<file path="config.mk">
export PLATFORM = sky130hd
export DESIGN_NAME = dmpm_top
export DESIGN_NICKNAME = d
export VERILOG_FILES = /design/src/dmpm_pkg.sv /design/src/dmpm_dwell.sv /design/src/dmpm_top.sv
export SDC_FILE = /design/constraint.sdc
export NUM_CORES = 1
export LEC_CHECK = 0
export ABC_AREA = 1
export BUFFER_PORTS_ARGS = -buffer_cell sky130_fd_sc_hd__buf_4
export CAP_MARGIN = 20
export CORE_UTILIZATION = 44
export CTS_BUF_LIST = sky130_fd_sc_hd__clkbuf_4
export DETAILED_ROUTE_END_ITERATION = 10
export GPL_TIMING_DRIVEN = 0
export PLACE_DENSITY = 0.73
export SYNTH_ARGS = -nofsm -noshare
export SYNTH_HDL_FRONTEND = slang
export SYNTH_HIERARCHICAL = 1
export SYNTH_SLANG_ARGS = --single-unit
</file>
<file path="constraint.sdc">
create_clock -name hclk -period 13.2 [get_ports hclk]
set_clock_uncertainty 0.1 [all_clocks]
set_input_delay 1.98 -clock hclk [delete_from_list [all_inputs] [get_ports hclk]]
set_output_delay 1.98 -clock hclk [all_outputs]
set_load 0.05 [all_outputs]
</file>
<file path="src/dmpm_pkg.sv">
// Summary of operation
// - On an error, stop by fault code: 0 coast, 1 slow ramp, 2 quick ramp.
// - Mode codes: -2 setup, -1 clock-dir, 0 none, 1..10 modes, 5 reserved.
// - Active operating mode reads back separately with the same encoding.
// - Commanded position reads as a signed 32-bit value in user units.
// - Raw encoder position is reported and is never zeroed by homing.
// - Raw encoder position is flagged invalid while encoder resolution is zero.
// - Measured position reads as a signed 32-bit user-unit value from feedback.
// - Status bit 13 sets when following error exceeds limit longer than delay.
// - Tracking limit of all ones disables following-error supervision.
// - With a reaction configured, a following error also logs an error entry.
// - Following-error delay counts in milliseconds.
// - Following-error limit is symmetric around the commanded position.
// - Status bit 10 sets when inside band around target longer than dwell.
// - Target band of all ones disables target-reached supervision.
// - Target band is symmetric and only evaluated in profile/interpolated position.
// - Target dwell counts in milliseconds.
// - On a fault the stop action code decides how the motor stops.
package dmpm_pkg;

  // Register indices; byte address is four times the index
  localparam logic [15:0] IDX_FAULT_STOP_ACTION = 16'h605E;
  localparam logic [15:0] IDX_REQ_MODE          = 16'h6060;
  localparam logic [15:0] IDX_ACT_MODE          = 16'h6061;
  localparam logic [15:0] IDX_CMD_POS           = 16'h6062;
  localparam logic [15:0] IDX_RAW_POS           = 16'h6063;
  localparam logic [15:0] IDX_MEAS_POS          = 16'h6064;
  localparam logic [15:0] IDX_TRK_LIMIT         = 16'h6065;
  localparam logic [15:0] IDX_TRK_DELAY         = 16'h6066;
  localparam logic [15:0] IDX_TGT_BAND          = 16'h6067;
  localparam logic [15:0] IDX_TGT_DWELL         = 16'h6068;
  localparam logic [15:0] IDX_STATUS            = 16'h6080;

  // Reset values
  localparam logic [15:0] RST_FAULT_STOP_ACTION = 16'h0002;
  localparam logic [7:0]  RST_REQ_MODE          = 8'h00;
  localparam logic [31:0] RST_TRK_LIMIT         = 32'h0000_0100;
  localparam logic [15:0] RST_TRK_DELAY         = 16'h0064;
  localparam logic [31:0] RST_TGT_BAND          = 32'h0000_000A;
  localparam logic [15:0] RST_TGT_DWELL         = 16'h0064;
  localparam logic [31:0] WINDOW_OFF            = 32'hFFFF_FFFF;

  // Fault stop action codes
  localparam logic [15:0] FSA_COAST = 16'h0000;
  localparam logic [15:0] FSA_SLOW  = 16'h0001;
  localparam logic [15:0] FSA_QUICK = 16'h0002;

  // Operating mode codes (signed 8-bit)
  localparam logic [7:0] MODE_AUTO_SETUP = 8'hFE;
  localparam logic [7:0] MODE_CLK_DIR    = 8'hFF;
  localparam logic [7:0] MODE_NONE       = 8'h00;
  localparam logic [7:0] MODE_PROF_POS   = 8'h01;
  localparam logic [7:0] MODE_RESERVED   = 8'h05;
  localparam logic [7:0] MODE_INTERP_POS = 8'h07;
  localparam logic [7:0] MODE_CS_TORQUE  = 8'h0A;

  // Status word bit positions
  localparam int unsigned STS_TGT_BIT = 10;
  localparam int unsigned STS_FE_BIT  = 13;
  localparam int unsigned STS_RAW_BIT = 0;

  // Timing: one millisecond at 125 MHz
  localparam int unsigned CLK_HZ        = 125_000_000;
  localparam int unsigned MS_PER_SEC    = 1_000;
  localparam int unsigned CYCLES_PER_MS = CLK_HZ / MS_PER_SEC;

  typedef enum logic [1:0] {
    DMPM_STOP_COAST,
    DMPM_STOP_SLOW,
    DMPM_STOP_QUICK
  } dmpm_stop_e;

  // Positions supplied by the control loop, same clock
  typedef struct packed {
    logic [31:0] demand;
    logic [31:0] target;
    logic [31:0] actual;
    logic [31:0] raw;
  } dmpm_pos_s;

  // Supervision results
  typedef struct packed {
    logic following_error;
    logic target_reached;
    logic raw_valid;
  } dmpm_status_s;

endpackage : dmpm_pkg

</file>
<file path="src/dmpm_dwell.sv">
// Sets its flag once cond has held for more than limit_ms whole milliseconds
module dmpm_dwell
  import dmpm_pkg::*;
(
  input  wire logic        hclk,
  input  wire logic        hresetn,
  input  wire logic        ms_tick,
  input  wire logic        cond,
  input  wire logic [15:0] limit_ms,
  output logic             flag
);

  logic [16:0] cnt_r;

  // Count ms while the condition holds, restart from zero when it drops
  always_ff @(posedge hclk or negedge hresetn) begin
    if (!hresetn) begin
      cnt_r <= 17'h00000;
    end else if (!cond) begin
      cnt_r <= 17'h00000;
    end else if (ms_tick && (cnt_r <= {1'b0, limit_ms})) begin
      cnt_r <= cnt_r + 17'h00001;
    end
  end

  // Saturated count past the limit means strictly longer than the dwell
  always_ff @(posedge hclk or negedge hresetn) begin
    if (!hresetn) begin
      flag <= 1'b0;
    end else begin
      flag <= cond && (cnt_r > {1'b0, limit_ms});
    end
  end

endmodule // dmpm_dwell

</file>
<file path="src/dmpm_top.sv">
// Mode selection and position supervision with an AHB-Lite register port
//
// The AHB-Lite slave port was decided locally.
module dmpm_top
  import dmpm_pkg::*;
#(
  parameter int unsigned MS_CYCLES = CYCLES_PER_MS
)(
  input  wire logic         hclk,
  input  wire logic         hresetn,
  // AHB-Lite slave
  input  wire logic         hsel,
  input  wire logic [31:0]  haddr,
  input  wire logic [1:0]   htrans,
  input  wire logic         hwrite,
  input  wire logic [2:0]   hsize,
  input  wire logic [31:0]  hwdata,
  input  wire logic         hready,
  output logic              hreadyout,
  output logic              hresp,
  output logic [31:0]       hrdata,
  // Control loop side
  input  wire dmpm_pos_s    pos_in,
  input  wire logic         homing_done,
  input  wire logic         enc_res_zero,
  input  wire logic         fault_event,
  input  wire logic         fe_reaction_en,
  input  wire logic         mode_ack,
  // Results
  output dmpm_status_s      status,
  output logic [7:0]        mode_request,
  output logic              mode_change,
  output logic              stop_req,
  output dmpm_stop_e        stop_kind,
  output logic              fe_reaction,
  output logic              err_log
);

  localparam int unsigned MSW = $clog2(MS_CYCLES + 1);

  // Refuse a divider that cannot give a tick
  generate
    if (MS_CYCLES < 2) begin : g_bad_div
      $error("MS_CYCLES must be at least 2");
    end
  endgenerate

  // ---------------------------------------------------------------
  // Bus slave: zero wait states, always OKAY
  // ---------------------------------------------------------------
  logic        ap_valid;
  logic        dp_wr_r;
  logic        dp_rd_r;
  logic [15:0] dp_idx_r;
  logic        dp_hit_r;
  logic        addr_hit;

  assign hreadyout = 1'b1;
  assign hresp     = 1'b0;
  assign ap_valid  = hsel && htrans[1] && hready;
  // Upper address bits must be zero so aliases do not decode
  assign addr_hit  = (haddr[31:18] == 14'h0000) && (haddr[1:0] == 2'b00);

  // Capture the address phase for the following data phase
  always_ff @(posedge hclk or negedge hresetn) begin
    if (!hresetn) begin
      dp_wr_r  <= 1'b0;
      dp_rd_r  <= 1'b0;
      dp_idx_r <= 16'h0000;
      dp_hit_r <= 1'b0;
    end else if (hready) begin
      dp_wr_r  <= ap_valid && hwrite;
      dp_rd_r  <= ap_valid && !hwrite;
      dp_idx_r <= haddr[17:2];
      dp_hit_r <= addr_hit;
    end
  end

  logic wr_fsa;
  logic wr_mode;
  logic wr_trk_lim;
  logic wr_trk_dly;
  logic wr_band;
  logic wr_dwell;

  assign wr_fsa     = dp_wr_r && dp_hit_r && (dp_idx_r == IDX_FAULT_STOP_ACTION);
  assign wr_mode    = dp_wr_r && dp_hit_r && (dp_idx_r == IDX_REQ_MODE);
  assign wr_trk_lim = dp_wr_r && dp_hit_r && (dp_idx_r == IDX_TRK_LIMIT);
  assign wr_trk_dly = dp_wr_r && dp_hit_r && (dp_idx_r == IDX_TRK_DELAY);
  assign wr_band    = dp_wr_r && dp_hit_r && (dp_idx_r == IDX_TGT_BAND);
  assign wr_dwell   = dp_wr_r && dp_hit_r && (dp_idx_r == IDX_TGT_DWELL);

  // ---------------------------------------------------------------
  // Configuration registers
  // ---------------------------------------------------------------
  logic [15:0] fault_stop_action_r;
  logic [7:0]  requested_operating_mode_r;
  logic [31:0] tracking_error_limit_r;
  logic [15:0] tracking_error_delay_r;
  logic [31:0] target_reached_band_r;
  logic [15:0] target_reached_dwell_r;
  logic        fsa_legal;

  // Reserved stop codes are refused so a fault always has a defined stop
  assign fsa_legal = (hwdata[15:0] == FSA_COAST) || (hwdata[15:0] == FSA_SLOW)
                  || (hwdata[15:0] == FSA_QUICK);

  always_ff @(posedge hclk or negedge hresetn) begin
    if (!hresetn) begin
      fault_stop_action_r <= RST_FAULT_STOP_ACTION;
    end else if (wr_fsa && fsa_legal) begin
      fault_stop_action_r <= hwdata[15:0];
    end
  end

  always_ff @(posedge hclk or negedge hresetn) begin
    if (!hresetn) begin
      requested_operating_mode_r <= RST_REQ_MODE;
    end else if (wr_mode) begin
      requested_operating_mode_r <= hwdata[7:0];
    end
  end

  // Supervision windows and times
  always_ff @(posedge hclk or negedge hresetn) begin
    if (!hresetn) begin
      tracking_error_limit_r <= RST_TRK_LIMIT;
      tracking_error_delay_r <= RST_TRK_DELAY;
      target_reached_band_r  <= RST_TGT_BAND;
      target_reached_dwell_r <= RST_TGT_DWELL;
    end else begin
      if (wr_trk_lim) begin
        tracking_error_limit_r <= hwdata;
      end
      if (wr_trk_dly) begin
        tracking_error_delay_r <= hwdata[15:0];
      end
      if (wr_band) begin
        target_reached_band_r <= hwdata;
      end
      if (wr_dwell) begin
        target_reached_dwell_r <= hwdata[15:0];
      end
    end
  end

  // ---------------------------------------------------------------
  // Operating mode: request toward the loop, active mode from it
  // ---------------------------------------------------------------
  logic [7:0] active_operating_mode_r;
  logic       mode_legal;
  logic       mode_pend_r;

  // Code 0 keeps the present mode; reserved and out-of-range codes are ignored
  assign mode_legal = ($signed(requested_operating_mode_r) >= $signed(MODE_AUTO_SETUP))
                   && ($signed(requested_operating_mode_r) <= $signed(MODE_CS_TORQUE))
                   && (requested_operating_mode_r != MODE_NONE)
                   && (requested_operating_mode_r != MODE_RESERVED);

  assign mode_request = requested_operating_mode_r;
  assign mode_change  = mode_pend_r;

  // A new legal request is offered until the loop acknowledges it or the request is rewritten
  always_ff @(posedge hclk or negedge hresetn) begin
    if (!hresetn) begin
      mode_pend_r <= 1'b0;
    end else if (mode_pend_r && mode_ack) begin
      mode_pend_r <= 1'b0;
    end else if (wr_mode) begin
      mode_pend_r <= 1'b0;
    end else if (mode_legal && (requested_operating_mode_r != active_operating_mode_r)) begin
      mode_pend_r <= 1'b1;
    end
  end

  // Only an acknowledged change becomes the mode in effect
  always_ff @(posedge hclk or negedge hresetn) begin
    if (!hresetn) begin
      active_operating_mode_r <= MODE_NONE;
    end else if (mode_pend_r && mode_ack) begin
      active_operating_mode_r <= requested_operating_mode_r;
    end
  end

  // ---------------------------------------------------------------
  // Positions
  // ---------------------------------------------------------------
  logic [31:0] home_ofs_r;
  logic [31:0] commanded_position_r;
  logic [31:0] measured_position_r;
  logic [31:0] raw_encoder_position_r;
  logic [31:0] target_user_r;
  logic        raw_valid_r;

  // Homing zeroes the user-unit view by remembering the home point
  always_ff @(posedge hclk or negedge hresetn) begin
    if (!hresetn) begin
      home_ofs_r <= 32'h0000_0000;
    end else if (homing_done) begin
      home_ofs_r <= pos_in.actual;
    end
  end

  // User-unit positions relative to home; raw counts pass untouched
  always_ff @(posedge hclk or negedge hresetn) begin
    if (!hresetn) begin
      commanded_position_r   <= 32'h0000_0000;
      measured_position_r    <= 32'h0000_0000;
      target_user_r          <= 32'h0000_0000;
      raw_encoder_position_r <= 32'h0000_0000;
    end else if (homing_done) begin
      commanded_position_r   <= 32'h0000_0000;
      measured_position_r    <= 32'h0000_0000;
      target_user_r          <= pos_in.target - pos_in.actual;
      raw_encoder_position_r <= pos_in.raw;
    end else begin
      commanded_position_r   <= pos_in.demand - home_ofs_r;
      measured_position_r    <= pos_in.actual - home_ofs_r;
      target_user_r          <= pos_in.target - home_ofs_r;
      raw_encoder_position_r <= pos_in.raw;
    end
  end

  always_ff @(posedge hclk or negedge hresetn) begin
    if (!hresetn) begin
      raw_valid_r <= 1'b0;
    end else begin
      raw_valid_r <= !enc_res_zero;
    end
  end

  // ---------------------------------------------------------------
  // Millisecond enable
  // ---------------------------------------------------------------
  logic [MSW-1:0] ms_cnt_r;
  logic           ms_tick;

  assign ms_tick = (ms_cnt_r == MSW'(MS_CYCLES - 1));

  always_ff @(posedge hclk or negedge hresetn) begin
    if (!hresetn) begin
      ms_cnt_r <= '0;
    end else if (ms_tick) begin
      ms_cnt_r <= '0;
    end else begin
      ms_cnt_r <= ms_cnt_r + MSW'(1);
    end
  end

  // ---------------------------------------------------------------
  // Supervision conditions, magnitudes in 33 bits to avoid wrap
  // ---------------------------------------------------------------
  logic signed [32:0] fe_diff;
  logic signed [32:0] tr_diff;
  logic        [32:0] fe_mag;
  logic        [32:0] tr_mag;
  logic               fe_cond;
  logic               tr_cond;
  logic               pos_mode;

  assign fe_diff = $signed({measured_position_r[31], measured_position_r})
                 - $signed({commanded_position_r[31], commanded_position_r});
  assign tr_diff = $signed({measured_position_r[31], measured_position_r})
                 - $signed({target_user_r[31], target_user_r});
  assign fe_mag  = fe_diff[32] ? 33'(-fe_diff) : 33'(fe_diff);
  assign tr_mag  = tr_diff[32] ? 33'(-tr_diff) : 33'(tr_diff);

  assign pos_mode = (active_operating_mode_r == MODE_PROF_POS)
                 || (active_operating_mode_r == MODE_INTERP_POS);

  assign fe_cond = (tracking_error_limit_r != WINDOW_OFF)
                && (fe_mag > {1'b0, tracking_error_limit_r});
  assign tr_cond = (target_reached_band_r != WINDOW_OFF)
                && pos_mode
                && (tr_mag < {1'b0, target_reached_band_r});

  logic fe_flag;
  logic tr_flag;
  logic fe_flag_d_r;

  dmpm_dwell u_fe_dwell (
    .hclk     (hclk),
    .hresetn  (hresetn),
    .ms_tick  (ms_tick),
    .cond     (fe_cond),
    .limit_ms (tracking_error_delay_r),
    .flag     (fe_flag)
  );

  dmpm_dwell u_tr_dwell (
    .hclk     (hclk),
    .hresetn  (hresetn),
    .ms_tick  (ms_tick),
    .cond     (tr_cond),
    .limit_ms (target_reached_dwell_r),
    .flag     (tr_flag)
  );

  assign status.following_error = fe_flag;
  assign status.target_reached  = tr_flag;
  assign status.raw_valid       = raw_valid_r;

  // Rising edge of the following error drives reaction and history entry
  always_ff @(posedge hclk or negedge hresetn) begin
    if (!hresetn) begin
      fe_flag_d_r <= 1'b0;
      fe_reaction <= 1'b0;
      err_log     <= 1'b0;
    end else begin
      fe_flag_d_r <= fe_flag;
      fe_reaction <= fe_flag && !fe_flag_d_r && fe_reaction_en;
      err_log     <= fe_flag && !fe_flag_d_r && fe_reaction_en;
    end
  end

  // ---------------------------------------------------------------
  // Fault stop: one pulse with the stop kind held until the next fault
  // ---------------------------------------------------------------
  always_ff @(posedge hclk or negedge hresetn) begin
    if (!hresetn) begin
      stop_req  <= 1'b0;
      stop_kind <= DMPM_STOP_QUICK;
    end else begin
      stop_req <= fault_event;
      if (fault_event) begin
        unique case (fault_stop_action_r)
          FSA_COAST: stop_kind <= DMPM_STOP_COAST;
          FSA_SLOW:  stop_kind <= DMPM_STOP_SLOW;
          default:   stop_kind <= DMPM_STOP_QUICK;
        endcase
      end
    end
  end

  // ---------------------------------------------------------------
  // Read mux in the data phase; unmapped addresses read zero
  // ---------------------------------------------------------------
  always_comb begin
    hrdata = 32'h0000_0000;
    if (dp_rd_r && dp_hit_r) begin
      unique case (dp_idx_r)
        IDX_FAULT_STOP_ACTION: hrdata = {16'h0000, fault_stop_action_r};
        IDX_REQ_MODE:          hrdata = {24'h000000, requested_operating_mode_r};
        IDX_ACT_MODE:          hrdata = {24'h000000, active_operating_mode_r};
        IDX_CMD_POS:           hrdata = commanded_position_r;
        IDX_RAW_POS:           hrdata = raw_encoder_position_r;
        IDX_MEAS_POS:          hrdata = measured_position_r;
        IDX_TRK_LIMIT:         hrdata = tracking_error_limit_r;
        IDX_TRK_DELAY:         hrdata = {16'h0000, tracking_error_delay_r};
        IDX_TGT_BAND:          hrdata = target_reached_band_r;
        IDX_TGT_DWELL:         hrdata = {16'h0000, target_reached_dwell_r};
        IDX_STATUS: begin
          hrdata[STS_FE_BIT]  = fe_flag;
          hrdata[STS_TGT_BIT] = tr_flag;
          hrdata[STS_RAW_BIT] = raw_valid_r;
        end
        default:               hrdata = 32'h0000_0000;
      endcase
    end
  end

endmodule // dmpm_top

</file>
==> metrics.yaml <==
die-area_um2: 70100
drc: 3
leakage_nw: 19.5
synth_flop_cell: "dfrtp_1"
grt_pass1_vias: 29800
vias_per_cell: 5.43
vias: 31700
worst-path-stages: 43
pwr-share-clk: 0.222
clock_latency_ns: 0.90
cts_tree: "yes"
setup_ws_ns: 6.56
crit_fanout: 10
grt_first_pass_wirelength_um: 169000
wl_per_cell_um: 19.1
drtPass1Iterations: 10
swShare: 0.467
ctsResizeCount: 0
required_ns: 13.89
postSynthCellCount: 4528
drt_iter0_drc: 3055
grt_util_all_layers: 0.316
cp.arrival_ns: 7.34
hold_slack_ns: 0.296
h-tree-depth: 3
fp.dieW_um: 265
ys_warn_count: 6
violations: "DRC"
ff2ff_path_depth: 43
slew_headroom: 0.346
slew_viol_final: 0
mostFrequentLayoutCell: "nand2_1"
final_cells: 5842
postPlaceCellArea_um2: 33400
ys_seq_area_frac: 0.303
critical_path.max_stage_delay_ns: 0.58
synth_edf_count: 0
outcome: "complete, but fails checks"
start_kind: "flip-flop"
hold_buffers: 0
grt_max_degree: 116
wirelength_um: 112000
area_delta_synth_final_pct: 14.4
power_frac_seq: 0.274
rsz0062_at_grt: "no"
cts_root_buf: "clkbuf_4"
antenna_left: 0
fmax_ghz: 0.151
cap_violations: 0
post-route-period-util: 0.503
syn-cell-area_um2: 30400
cts.sinks: 367
tns_ns: 0
clock_path_buffers: 3
path_clk_slew_ns: 0.07
criticalPathCategory: "reg2reg"
period_minus_slack_ns: 6.64
syn_area_per_cell_um2: 6.71
place_congestion: 1.05
pwr_density_cell_nw_per_um2: 136
final_util: 0.513
cts_buffers: 100
async_reset_ff_frac: 1.00
cp_num_buf_inv: 9
start_util: 0.448
crit_family: "simple AND/OR/NAND/NOR gates"
portBuffers: 250
endpoint_kind: "flip-flop"
coreArea_um2: 67800
post-cts-setup-buffers: 0
hold_class: "reg2reg"
num_rows: 95
cpMaxStageDelayCell: "a21oi_1"
setup_violations: 0
combPwrFrac: 0.504
synth_nets: 4997
dp_cells: 5655
hpwl_um: 90600
design_power_total_mw: 4.74
power_switching_mw: 2.22
final_cell_mix: "nand2_1 (1278), inv_1 (766), nor2_1 (395), dfrtp_1 (356), o21ai_0 (295)"
ioPinCount: 258
grt.overflow.total: 0
netlist-cell-type-count: 69
drive_gt1_frac: 0.114
worst_pin_slew_ns: 0.981
final_area_um2: 34700
vdd_ir_drop_max_mv: 0.0622
final-hold-violation-count: 0
worstHoldPathCells: 1
crit_top_cell: "nand2_1"
dieHeight_um: 265
p_int_mw: 2.53
place_ws_ns: 6.55
ys_ff_latch: 367
antenna_found_initial: 3
fin_nets: 5353
## registers in the layout, indices dropped and copies added, names as in the netlist, 8 cells and up
| signal | flops |
|---|---|
| home_ofs_r | 32 |
| dp_idx_r | 16 |
| ms_cnt_r | 17 |
| target_user_r | 32 |
| tracking_error_limit_r | 32 |
| measured_position_r | 32 |
| u_tr_dwell/cnt_r | 17 |
| active_operating_mode_r | 8 |
| target_reached_band_r | 32 |
| target_reached_dwell_r | 16 |
| commanded_position_r | 32 |
| fault_stop_action_r | 16 |
| tracking_error_delay_r | 16 |
| u_fe_dwell/cnt_r | 17 |
| raw_encoder_position_r | 32 |
| mode_request | 8 |
## kinds of logic (layout without fill, tap and decap cells)
logic type / after synthesis / in the layout / synth area share
flip-flops: 367 / 367 / 0.303
buffers and inverters: 859 / 1295 / 0.109
AND/OR/NAND/NOR: 2195 / 2195 / 0.308
adder cells (fa/ha/maj): 262 / 262 / 0.109
XOR/XNOR: 115 / 115 / 0.0339
AO/OA/AOI/OAI: 725 / 725 / 0.135
multiplexers: 3 / 3 / 0.00111
other: 2 / 7 / 0.000247
## layer usage
layer  global-route usage  vias to the layer above  part of all wire
li1                     -                    15400                 -
met1                0.408                    14600              0.42
met2                0.505                     1444              0.44
met3               0.0595                      283             0.088
met4                0.157                        2             0.053
met5                    0                        -           0.00015
## synth_stat cells, types with 10 or more instances
| cell | number | area [um2] |
|---|---|---|
| nor2_2 | 14 | 87.6 |
| a21oi_1 | 254 | 1270 |
| a41oi_1 | 19 | 166 |
| a31oi_1 | 10 | 62.6 |
| nor2_1 | 395 | 1480 |
| o21ai_0 | 295 | 1480 |
| clkbuf_1 | 51 | 191 |
| o21ai_1 | 16 | 80.1 |
| nand4_1 | 90 | 563 |
| o21a_1 | 14 | 105 |
| a221oi_1 | 15 | 131 |
| dfrtp_1 | 356 | 8910 |
| nand3b_1 | 20 | 150 |
| nand3_1 | 218 | 1090 |
| xor2_1 | 77 | 674 |
| a22oi_1 | 31 | 233 |
| nand2_1 | 1278 | 4800 |
| buf_2 | 13 | 65.1 |
| dfstp_2 | 11 | 289 |
| inv_1 | 766 | 2880 |
| xnor2_1 | 35 | 307 |
| ha_1 | 257 | 3220 |
| nor4_1 | 30 | 188 |
| o22ai_1 | 13 | 81.3 |
| nor3_1 | 52 | 260 |
| o21bai_1 | 12 | 90.1 |
| nand2_2 | 19 | 119 |
| or2_2 | 35 | 219 |
## cell type report
class / instances / area, um2
Buffer: 81 / 399
Timing Repair Buffer: 254 / 1970
Clock buffer: 136 / 1020
Antenna cell: 5 / 12.5
Inverter: 778 / 2930
Fill cell: 6836 / 33000
Tap cell: 873 / 1090
Multi-Input combinational cell: 3302 / 17900
Sequential cell: 367 / 9200
Clock inverter: 46 / 265
## power by group through the flow
stage               clock (mW)  sequential, mW  combinational [mW]
CTS                       1.07            1.29                2.35
global placement             0            1.31                2.31
global route              1.13            1.30                2.71
detailed placement           0            1.31                2.34
finish                    1.05            1.30                2.39
floorplan                    0            1.26                1.73
## final timing paths
kind,start,end,slack (ns)
setup reg to reg,measured_position_r[0],u_tr_dwell/cnt_r[15],6.56
hold reg to reg,fe_flag_d_r,err_log,0.30
min in group asynchronous,hresetn,ms_cnt_r[11],0.94
max in group asynchronous,hresetn,target_reached_band_r[29],10.75
setup / recovery,measured_position_r[0],u_tr_dwell/cnt_r[15],6.56
hold / removal,fe_flag_d_r,err_log,0.30
(Power assumes the default switching activity.)
